[src/hw/dfll_pkg.sv]
package dfll_pkg;
  // Calibration ranges and reset values
  localparam logic [7:0] DFLL_FINE_MID = 8'h80;
  localparam logic [7:0] DFLL_FINE_MAX = 8'hFF;
  localparam logic [7:0] DFLL_FINE_MIN = 8'h00;
  localparam logic [4:0] DFLL_COARSE_MID = 5'h10;
  localparam logic [4:0] DFLL_COARSE_MAX = 5'h1F;
  localparam logic [4:0] DFLL_COARSE_MIN = 5'h00;
  localparam logic [15:0] DFLL_MUL_RST = 16'h0000;
  // Lock windows, in loop-clock ticks per reference period
  localparam logic [16:0] DFLL_COARSE_TOL = 17'h00008;
  localparam logic [16:0] DFLL_FINE_TOL = 17'h00001;
  // Worst-case deviation, basis points, at the two quoted multipliers
  localparam int DFLL_MUL_LOW = 6;
  localparam int DFLL_DEV_LOW_BP = 833;
  localparam int DFLL_MUL_HIGH = 500;
  localparam int DFLL_DEV_HIGH_BP = 10;
  // Lock sequencer states
  typedef enum logic [3:0] {
    DFLL_IDLE = 4'b0001,
    DFLL_COARSE = 4'b0010,
    DFLL_FINE = 4'b0100,
    DFLL_LOCKED = 4'b1000
  } dfll_state_t;
endpackage
[src/hw/dfll_meas_if.sv]
`timescale 1ns/1ps
`default_nettype none
interface dfll_meas_if;
  logic done;
  logic [15:0] count;
  modport meas (output done, output count);
  modport ctrl (input done, input count);
endinterface
`default_nettype wire

[src/hw/dfll_lock_calibration.sv]
`timescale 1ns/1ps
`default_nettype none
// Overview of operation
// Multiplier write during a loop update recentres fine, steps it, restarts coarse.
// Such a collision before lock leaves fine within midpoint plus/minus fine step.
// Software waits for lock before writing the multiplier.
// Software requests the loop before configuring it; unrequested writes are ignored.
// Every fine value change is flagged as a possible frequency overshoot.
// In open loop, nobody uses the loop clock while fine is written.
// Closed loop: stable hold set, no consumers until both locks are set.
// Recalibrate by moving consumers, toggling enable, waiting fine lock, moving back.
// A frequency difference output shows deviation from the target count.
// Multiplier six gives worst case deviation of 8.33 percent.
// Multiplier five hundred gives 0.1 percent; higher multipliers are more accurate.
// Out-of-bounds flag sets when coarse or fine hits a limit while locking.
// That flag may set even though final lock values are within limits.
// Software checks both lock flags before enabling the out-of-bounds interrupt.
module dfll_lock_calibration
  import dfll_pkg::*;
(
  input wire logic CLK,
  input wire logic RST,
  input wire logic CE,
  input wire logic ENABLE,
  input wire logic CLOSED_LOOP,
  input wire logic ON_REQUEST_ONLY,
  input wire logic STABLE_HOLD,
  input wire logic MUL_WR,
  input wire logic [15:0] MUL_WDATA,
  input wire logic [7:0] FINE_MAX_STEP,
  input wire logic [4:0] COARSE_MAX_STEP,
  input wire logic FINE_WR,
  input wire logic [7:0] FINE_WDATA,
  input wire logic REF_TICK,
  input wire logic OSC_TICK,
  input wire logic OOB_CLR,
  output logic [7:0] FINE_VALUE,
  output logic [4:0] COARSE_VALUE,
  output logic [15:0] LOOP_MULTIPLIER,
  output logic [16:0] FREQ_DIFF,
  output logic COARSE_LOCK,
  output logic FINE_LOCK,
  output logic OOB_FLAG,
  output logic FINE_CHANGE
);
  dfll_meas_if mif ();
  dfll_state_t st, next_st;
  logic [7:0] next_fine;
  logic [4:0] next_coarse;
  logic next_cl, next_fl;
  logic requested, running, upd, mul_ok, fine_ok, locking;
  logic [16:0] diff;

  // Saturating step of an 8-bit calibration value
  function automatic logic [7:0] step8(input logic [7:0] v, input logic [7:0] s,
                                       input logic up, input logic [7:0] lim);
    logic [8:0] t;
    t = 9'h000;
    if (up) begin
      t = {1'b0, v} + {1'b0, s};
      step8 = (t > {1'b0, lim}) ? lim : t[7:0];
    end else begin
      step8 = (s > v) ? 8'h00 : v - s;
    end
  endfunction

  function automatic logic [16:0] mag17(input logic [16:0] d);
    mag17 = d[16] ? 17'h00000 - d : d;
  endfunction

  dfll_meas u_meas (
    .clk(CLK),
    .rst(RST),
    .ce(CE),
    .run(running),
    .ref_tick(REF_TICK),
    .osc_tick(OSC_TICK),
    .mi(mif.meas)
  );

  // Request decode and update strobe
  // request gating
  assign requested = ENABLE || !ON_REQUEST_ONLY;
  assign running = ENABLE && CLOSED_LOOP;
  assign upd = running && mif.done;
  assign mul_ok = MUL_WR && requested;
  assign fine_ok = FINE_WR && requested && !CLOSED_LOOP;
  assign locking = (st == DFLL_COARSE) || (st == DFLL_FINE);
  // one tick of error is 1/multiplier, so large multipliers resolve finer
  assign diff = {1'b0, LOOP_MULTIPLIER} - {1'b0, mif.count};

  // Lock sequencer and calibration steps
  always_comb begin
    next_st = st;
    next_fine = FINE_VALUE;
    next_coarse = COARSE_VALUE;
    next_cl = COARSE_LOCK;
    next_fl = FINE_LOCK;
    if (!running) begin
      next_st = DFLL_IDLE;
      next_cl = 1'b0;
      next_fl = 1'b0;
      if (fine_ok) begin
        next_fine = FINE_WDATA;
      end
    end else if (st == DFLL_IDLE) begin
      next_st = DFLL_COARSE;
    end else if (upd && mul_ok) begin
      // collision recentres fine and reruns coarse
      next_fine = step8(DFLL_FINE_MID, FINE_MAX_STEP, !diff[16], DFLL_FINE_MAX);
      next_st = DFLL_COARSE;
      next_cl = 1'b0;
      next_fl = 1'b0;
    end else if (upd) begin
      unique case (st)
        DFLL_COARSE: begin
          if (mag17(diff) <= DFLL_COARSE_TOL) begin
            next_st = DFLL_FINE;
            next_cl = 1'b1;
          end else begin
            // Widened step, then cut back to the 5-bit coarse word on purpose
            next_coarse = 5'(step8({3'b000, COARSE_VALUE}, {3'b000, COARSE_MAX_STEP},
                                   !diff[16], {3'b000, DFLL_COARSE_MAX}));
          end
        end
        DFLL_FINE: begin
          if (mag17(diff) <= DFLL_FINE_TOL) begin
            next_st = DFLL_LOCKED;
            next_fl = 1'b1;
          end else begin
            next_fine = step8(FINE_VALUE, FINE_MAX_STEP, !diff[16], DFLL_FINE_MAX);
          end
        end
        DFLL_LOCKED: begin
          // stable hold freezes fine once locked
          if (!STABLE_HOLD && diff != 17'h00000) begin
            next_fine = step8(FINE_VALUE, 8'h01, !diff[16], DFLL_FINE_MAX);
          end
        end
        DFLL_IDLE: begin
          next_st = DFLL_COARSE;
        end
      endcase
    end
  end

  // Sequencer state and calibration registers
  always_ff @(posedge CLK) begin
    if (RST) begin
      st <= DFLL_IDLE;
      FINE_VALUE <= DFLL_FINE_MID;
      COARSE_VALUE <= DFLL_COARSE_MID;
      COARSE_LOCK <= 1'b0;
      FINE_LOCK <= 1'b0;
    end else if (CE) begin
      st <= next_st;
      FINE_VALUE <= next_fine;
      COARSE_VALUE <= next_coarse;
      COARSE_LOCK <= next_cl;
      FINE_LOCK <= next_fl;
    end
  end

  // overshoot warning on any fine change
  always_ff @(posedge CLK) begin
    if (RST) begin
      FINE_CHANGE <= 1'b0;
    end else if (CE) begin
      FINE_CHANGE <= next_fine != FINE_VALUE;
    end
  end

  // Multiplier; R3 is not enforced, a collision is handled as above
  always_ff @(posedge CLK) begin
    if (RST) begin
      LOOP_MULTIPLIER <= DFLL_MUL_RST;
    end else if (CE && mul_ok) begin
      LOOP_MULTIPLIER <= MUL_WDATA;
    end
  end

  // difference latched per measurement
  always_ff @(posedge CLK) begin
    if (RST) begin
      FREQ_DIFF <= 17'h00000;
    end else if (CE && mif.done) begin
      FREQ_DIFF <= diff;
    end
  end

  // sticky limit flag, set wins over clear
  always_ff @(posedge CLK) begin
    if (RST) begin
      OOB_FLAG <= 1'b0;
    end else if (CE) begin
      if (locking && running && (COARSE_VALUE == DFLL_COARSE_MIN ||
          COARSE_VALUE == DFLL_COARSE_MAX || FINE_VALUE == DFLL_FINE_MIN ||
          FINE_VALUE == DFLL_FINE_MAX)) begin
        OOB_FLAG <= 1'b1;
      end else if (OOB_CLR) begin
        OOB_FLAG <= 1'b0;
      end
    end
  end

  collide_restart_a: assert property (@(posedge CLK) disable iff (RST)
    CE && running && st != DFLL_IDLE && upd && mul_ok |=> st == DFLL_COARSE && !COARSE_LOCK
    && !FINE_LOCK) else $error("collision did not restart coarse");
  collide_range_a: assert property (@(posedge CLK) disable iff (RST)
    CE && running && st != DFLL_IDLE && upd && mul_ok |=>
    mag17({9'h000, FINE_VALUE} - {9'h000, DFLL_FINE_MID}) <= {9'h000, $past(FINE_MAX_STEP)})
    else $error("fine outside midpoint window after collision");
  unrequested_write_a: assert property (@(posedge CLK) disable iff (RST)
    CE && MUL_WR && !requested |=> $stable(LOOP_MULTIPLIER))
    else $error("unrequested write took effect");
  fine_change_a: assert property (@(posedge CLK) disable iff (RST)
    CE && fine_ok && FINE_WDATA != FINE_VALUE |=> FINE_CHANGE && FINE_VALUE == $past(FINE_WDATA))
    else $error("open loop fine write not flagged");
  stable_hold_a: assert property (@(posedge CLK) disable iff (RST)
    CE && st == DFLL_LOCKED && running && STABLE_HOLD && !mul_ok |=> $stable(FINE_VALUE))
    else $error("fine moved under stable hold");
  disable_unlock_a: assert property (@(posedge CLK) disable iff (RST)
    CE && !ENABLE |=> !COARSE_LOCK && !FINE_LOCK && st == DFLL_IDLE)
    else $error("locks survived disable");
  diff_latch_a: assert property (@(posedge CLK) disable iff (RST)
    CE && mif.done |=> FREQ_DIFF == $past(diff)) else $error("difference not latched");
  oob_set_a: assert property (@(posedge CLK) disable iff (RST)
    CE && running && locking && FINE_VALUE == DFLL_FINE_MAX |=> OOB_FLAG)
    else $error("limit hit without flag");
  oob_sticky_a: assert property (@(posedge CLK) disable iff (RST)
    OOB_FLAG && !(CE && OOB_CLR) |=> OOB_FLAG) else $error("flag dropped without clear");
  lock_order_a: assert property (@(posedge CLK) disable iff (RST)
    FINE_LOCK |-> COARSE_LOCK) else $error("fine lock without coarse lock");

  reach_lock_c: cover property (@(posedge CLK) disable iff (RST) $rose(FINE_LOCK));
  collision_c: cover property (@(posedge CLK) disable iff (RST) CE && upd && mul_ok);
  oob_c: cover property (@(posedge CLK) disable iff (RST) $rose(OOB_FLAG));
  open_write_c: cover property (@(posedge CLK) disable iff (RST) CE && fine_ok);
endmodule
`default_nettype wire

[src/hw/dfll_meas.sv]
`timescale 1ns/1ps
`default_nettype none
// Counts loop-clock ticks over one reference period
module dfll_meas
  import dfll_pkg::*;
(
  input wire logic clk,
  input wire logic rst,
  input wire logic ce,
  input wire logic run,
  input wire logic ref_tick,
  input wire logic osc_tick,
  dfll_meas_if.meas mi
);
  logic armed;
  logic [15:0] acc;

  // First reference tick only arms; a partial period would mislead the loop
  always_ff @(posedge clk) begin
    if (rst || !run) begin
      armed <= 1'b0;
      acc <= 16'h0000;
      mi.done <= 1'b0;
      mi.count <= 16'h0000;
    end else if (ce) begin
      mi.done <= ref_tick && armed;
      if (ref_tick) begin
        armed <= 1'b1;
        mi.count <= acc;
        acc <= {15'h0000, osc_tick};
      end else if (osc_tick && acc != 16'hFFFF) begin
        acc <= acc + 16'h0001; // Saturates on a runaway loop
      end
    end
  end

  measure_done_a: assert property (@(posedge clk) disable iff (rst)
    mi.done |-> $past(ref_tick) && $past(armed) || $past(!ce))
    else $error("done without armed ref tick");
endmodule
`default_nettype wire

[config.mk]
export PLATFORM = sky130hd
export DESIGN_NAME = dfll_lock_calibration
export DESIGN_NICKNAME = d
export VERILOG_FILES = /design/src/hw/dfll_pkg.sv /design/src/hw/dfll_meas_if.sv /design/src/hw/dfll_lock_calibration.sv /design/src/hw/dfll_meas.sv
export SDC_FILE = /design/constraint.sdc
export NUM_CORES = 1
export LEC_CHECK = 0
export ABC_AREA = 1
export BUFFER_PORTS_ARGS = -buffer_cell sky130_fd_sc_hd__buf_4
export CORE_AREA = 2 2 135 137
export DETAILED_ROUTE_END_ITERATION = 16
export DIE_AREA = 0 0 137 139
export HOLD_SLACK_MARGIN = 0.03
export PLACE_DENSITY = 0.69
export SLEW_MARGIN = 40
export SYNTH_ARGS = -nofsm -noshare
export SYNTH_HDL_FRONTEND = slang
export SYNTH_SLANG_ARGS = --single-unit
[constraint.sdc]
create_clock -name CLK -period 5.5 [get_ports CLK]
set_clock_uncertainty 0.15 [all_clocks]
set_input_delay 0.275 -clock CLK [delete_from_list [all_inputs] [get_ports CLK]]
set_output_delay 0.275 -clock CLK [all_outputs]
set_load 0.01 [all_outputs]
==> results of run 1 <==
## layer usage
metal / global-route usage, % / vias to the layer above / routed length (µm)
met5: 0 / - / 0
met4: 7.542 / 0 / 466
met3: 4.094 / 35 / 1553
met2: 36.29 / 252 / 9858
met1: 34.16 / 3627 / 10860
li1: - / 4302 / -
## flip-flops by register name, indices dropped and copies added, names as in the netlist, 4 cells and up
name / flops
COARSE_VALUE: 5
FREQ_DIFF: 17
u_meas.mi.count: 16
LOOP_MULTIPLIER: 16
st: 4
u_meas.acc: 16
FINE_VALUE: 8
## cell usage after synthesis (all sizes together), types with 4 or more instances
cell type,number,area share [%]
ha,51,8.1
nor2,116,6.2
o211ai,33,3.2
dfxtp,88,22
o31ai,5,0.48
buf,7,0.67
o21bai,4,0.38
xor2,25,3.0
nand3,84,6.0
nor3,23,1.7
inv,197,9.4
nand4,29,2.3
fa,5,1.3
o21ai,109,7.1
nand2,311,16
a31oi,5,0.40
clkbuf,31,1.5
nand3b,4,0.38
clkinv,5,0.24
a21oi,108,7.1
a211oi,4,0.45
## final timing paths
path                                     from                               end  slack, ns
min                                   OOB_CLR             OOB_FLAG$_SDFFE_PP0P_       0.03
min reg2reg  u_meas.mi.count[11]$_SDFFE_PP0P_  u_meas.mi.count[11]$_SDFFE_PP0P_       0.31
max reg2reg   LOOP_MULTIPLIER[0]$_SDFFE_PP0P_          FINE_CHANGE$_SDFFE_PP0P_       1.11
max           LOOP_MULTIPLIER[0]$_SDFFE_PP0P_          FINE_CHANGE$_SDFFE_PP0P_       1.11
## through the flow
step | setup slack (ns) | utilization, % | hold WS (ns) | cells | total power (µW)
after global routing | 0.7190 | 51.19 | 0.05570 | 1573 | 2358
after detailed placement | 1.176 | 49.38 | 0.3020 | 1557 | 1589
after floorplan | 1.678 | - | 0.2829 | 1266 | 1372
final | 1.107 | 51.19 | 0.03167 | 1573 | 2215
after CTS | 1.153 | 51.08 | 0.03181 | 1573 | 2208
after global placement | 1.313 | 49.32 | 0.2966 | 1557 | 1583
## area by class of cell
class                      instances  area [µm²]
fill                            1798        8618
multi-input combinational        938        5181
sequential                        88        1762
inverter                         202       758.2
timing repair buffer             100       750.7
tap                              229       286.5
clock buffer                       9       225.2
clock inverter                     7       75.07
## power breakdown
part	internal, µW	total, µW	leakage (µW)	switching, µW
clock network	321	622	0.000144	301
logic	303	906	0.00360	603
registers	655	687	0.000715	32.2
total	1280	2220	0.00446	936
## worst max-delay path, delay by kind of cell, from the launching register on
family,cells,cell delay [ns]
DFF,1,0.33
buffers and inverters,3,0.68
and+or+nand+nor,24,2.33
AOI/OAI and AO/OA,1,0.19
adders and majority gates,2,0.56
## logic make-up after synthesis
logic type	Yosys count
and+or+nand+nor	574
AOI/OAI and AO/OA	281
buffers and inverters	240
DFF	88
adders and majority gates	56
xor gates and xnor gates	27
==> results.cfg, run 1 <==
[synth]
synth_top_family_by_area = simple AND/OR/NAND/NOR gates
synth_compound_area_share_pct = 20.38
synth_nets = 1371
synth.distinct_cells = 53
yosys.area_share.simple_pct = 32.70
syn_area_mm2 = 0.007840
synth.yosys.warnings = 0
postSynthCellCount = 1266
synth.area.mux_share_pct = 0
ys_ff_latch = 88
synthFlopType = dfxtp_1
synthAdderAreaFrac_pct = 9.416
synth_edf_count = 0
synthXorXnorAreaFrac_pct = 3.208
yosysSeqAreaShare_pct = 22.47
async_reset_ff_share_pct = 0
synth.avg_cell_area_um2 = 6.193

[clocking]
clk_latency_ns = 0.36
cts_tree = built
cts_resized = 0
cts_max_level = 3
cts_buffers = 9
path_clk_slew_ns = 0.08
cts_buffer_depth = 2
post-cts-setup-buffers = 0
cts-root-buf = clkbuf_16
cts_hold_buf = 0
numClockSinks = 88

[sta]
rsz0062_at_grt = no
setup_viol = 0
worstMarginPinSlew_ns = 0.7788
relSlewSlack_pct = 48.02
report.final.slew_viol_count = 0
hold_viol_final = 0
max_clock_freq_mhz = 227.6
final.setup.tns_ns = 0
post-route-min-period_ns = 4.393
finalCritPeriodShare_pct = 79.88

[routing]
routed_wl_mm = 22.74
drt_iter0_drc = 677
wl_per_cell_um = 14.46
num_vias = 8216
via_per_inst = 5.223
drt-pass1-iter-count = 5
drc = 0
ant_nets = 0

[floorplanning]
ios = 99
die-area_mm2 = 0.01904
fp.coreArea_mm2 = 0.01766
fp-row-count = 49
initial_core_util_pct = 44.40
fp.dieW_um = 137
die-height_um = 139

[critical_path]
cpMostUsedCell = nand2_1
path_class = flop to flop
path_max_fanout = 40
critPathMaxStageDelay_ns = 0.54
crit_required_ns = 5.60
worstSetupStartpointType = flop
reg2reg_depth = 30
endpoint_kind = flop
arrival_ns = 4.50
slowest_stage = inv_2

[finish]
final_nets = 1444
drive_above_1_share_pct = 13.17
final_area_mm2 = 0.009039
area_growth_pct = 15.29
antenna_cells = 0
final_cell_mix = 291 x nand2_1, 193 x inv_1, 104 x nor2_1, 104 x a21oi_1, 102 x o21ai_0
layout_commonest_cell = nand2_1

[global_routing]
grt_usage_pct = 23.88
antenna_found_initial = 0
grt_max_degree = 41
first_global_vias = 7508
grt_pass1_wl_mm = 36.76
grt_overflow = 0

[job]
drv_cap = 0

[min_path]
hold_path_class = input pin to flop
holdPathStages = 4

[placed_design]
place_congestion = 0.9575
dpl.hpwl_mm = 17.57
placed_cell_area_mm2 = 0.008718
io_buffers = 98

[pwr]
leakagePower_uw = 0.004457
ir_worst_vdd_v = 0.0001456
powerDensity_mw_per_mm2 = 245.1

[run_status]
status = completed
(Power assumes the default switching activity.)
==> run 2: changes to the inputs <==
--- a/config.mk
+++ b/config.mk
@@ -11,7 +11,7 @@
 export DETAILED_ROUTE_END_ITERATION = 16
 export DIE_AREA = 0 0 137 139
 export HOLD_SLACK_MARGIN = 0.03
-export PLACE_DENSITY = 0.69
+export PLACE_DENSITY = 0.72
 export SLEW_MARGIN = 40
 export SYNTH_ARGS = -nofsm -noshare
 export SYNTH_HDL_FRONTEND = slang
==> constraint.sdc (replaced) <==
create_clock -name CLK -period 3.95 [get_ports CLK]
set_clock_uncertainty 0.15 [all_clocks]
set_input_delay 0.1975 -clock CLK [delete_from_list [all_inputs] [get_ports CLK]]
set_output_delay 0.1975 -clock CLK [all_outputs]
set_load 0.01 [all_outputs]
==> run 2 against run 1 <==
First-iteration DRC count fell by 6.8%. Core utilization up 4.3 points. Register-to-register slack worse by 1.1 ns. Critical path type unchanged. Largest cell class unchanged. Largest power group unchanged.
==> results.cfg, run 2 (synthesis results as in run 1) <==
[run_status]
status = completed

[sta]
setup_viol = 0
relSlewSlack_pct = 61.86
setup_ws_ns = 0.005143
worstMarginPinSlew_ns = 0.5708
post-route-min-period_ns = 3.945
finalCritPeriodShare_pct = 99.87
hold_viol_final = 0
report.final.slew_viol_count = 0
rsz0062_at_grt = yes
max_clock_freq_mhz = 253.5

[finish]
final_nets = 1513
layout_commonest_cell = nand2_1
n_fill_cell = 1768
area_growth_pct = 24.90
largest_register_ffs = 17
final_cell_mix = 282 x nand2_1, 189 x inv_1, 145 x buf_4
antenna_cells = 0
final_area_mm2 = 0.009792
largest-register = FREQ_DIFF
drive_above_1_share_pct = 18.33

[clocking]
cts_buffers = 9
cts-root-buf = clkbuf_16
path_clk_slew_ns = 0.08
numClockSinks = 88
cts_buffer_depth = 2
cts_tree = built
clk_latency_ns = 0.37
cts_max_level = 3

[pwr]
seqPwrFrac_pct = 28.1
swShare_pct = 42.56
combinationalPowerShare_pct = 45.3
powerDensity_mw_per_mm2 = 342.1
clockPowerShare_pct = 26.6
leakagePower_uw = 0.004809
switchingPower_uw = 1426
internal_power_uw = 1924
ir_worst_vdd_v = 0.0002166

[global_routing]
grt_pass1_wl_mm = 38.95
antenna_found_initial = 0
first_global_vias = 7798
grt_overflow = 0
grt_max_degree = 38
grt_usage_pct = 25.48

[floorplanning]
fp.dieW_um = 137
die-area_mm2 = 0.01904
die-height_um = 139
ios = 99
fp-row-count = 49
fp.coreArea_mm2 = 0.01766
initial_core_util_pct = 44.40

[placed_design]
placed_cell_area_mm2 = 0.009019
dp_slack_ns = -0.01484
place_congestion = 0.9957
io_buffers = 98
dpl.hpwl_mm = 18.62

[critical_path]
endpoint_kind = flop
crit_required_ns = 4.05
path_max_fanout = 6
worstSetupStartpointType = flop
critPathMaxStageDelay_ns = 0.43
slowest_stage = fa_2
path_class = flop to flop
cpMostUsedCell = nand2_1
arrival_ns = 4.05

[routing]
drt_iter0_drc = 631
ant_nets = 0
drc = 0
via_per_inst = 5.368
num_vias = 8815
wl_per_cell_um = 14.87
drt-pass1-iter-count = 6
routed_wl_mm = 24.41

[job]
drv_cap = 0

[min_path]
hold_path_class = input pin to flop
run 2: area by class of cell:
class | count | area [µm²] | area share (%)
tap | 229 | 286.5 | 2.926
clock buffer | 9 | 225.2 | 2.300
sequential | 88 | 1764 | 18.02
timing repair buffer | 168 | 1346 | 13.75
clock inverter | 7 | 81.33 | 0.8306
inverter | 202 | 763.2 | 7.795
multi-input combinational | 939 | 5325 | 54.38
run 2: repair_timing:
action | in CTS | in global routing
gates cloned | 1 | 1
setup buffers | 3 | 7
setup endpoints to repair | 1 | 17
pin swaps | 5 | 30
hold endpoints to repair | 22 | 0
hold buffers | 19 | 0
gates resized for setup | 7 | 41
run 2: worst max-delay path, delay by kind of cell (launching register included):
kind / cells / cell delay (ns)
adders and majority gates: 2 / 0.58
buffers and inverters: 3 / 0.21
and+or+nand+nor: 27 / 2.55
DFF: 1 / 0.34
run 2: final timing paths:
kind                                    from                              end  slack (ns)  cells after the start
min reg2reg  u_meas.mi.count[5]$_SDFFE_PP0P_  u_meas.mi.count[5]$_SDFFE_PP0P_        0.31                      2
max reg2reg  LOOP_MULTIPLIER[0]$_SDFFE_PP0P_         FINE_CHANGE$_SDFFE_PP0P_       0.005                     32
max          LOOP_MULTIPLIER[0]$_SDFFE_PP0P_         FINE_CHANGE$_SDFFE_PP0P_       0.005                     32
min                                       CE       FINE_VALUE[0]$_SDFFE_PP0P_        0.07                      2
run 2: power groups by stage:
| stage | sequential (µW) | clock [µW] | combinational (µW) |
|---|---|---|---|
| final | 942 | 891 | 1520 |
| after global routing | 945 | 943 | 1670 |
| after CTS | 940 | 910 | 1400 |
| after detailed placement | 961 | 0 | 1350 |
| after global placement | 961 | 0 | 1340 |
| after floorplan | 963 | 0 | 947 |
run 2: through the flow:
| stage | std cells | hold WS (ns) | power [µW] | util (%) | TNS, ns |
|---|---|---|---|---|---|
| after global routing | 1642 | 0.07901 | 3562 | 55.46 | -0.5116 |
| after global placement | 1595 | 0.2906 | 2301 | 51.01 | 0 |
| after CTS | 1634 | 0.05973 | 3248 | 54.22 | 0 |
| final | 1642 | 0.07146 | 3350 | 55.46 | 0 |
| after floorplan | 1266 | 0.2291 | 1910 | - | 0 |
| after detailed placement | 1595 | 0.3011 | 2307 | 51.08 | -0.01484 |
run 2: per-layer routing:
metal,vias to the layer above,track usage (%),part of all wire (%)
li1,4457,-,-
met1,3969,37.28,47
met2,340,37.37,43
met3,49,5.007,7.7
met4,0,7.976,2.4
met5,-,0,0
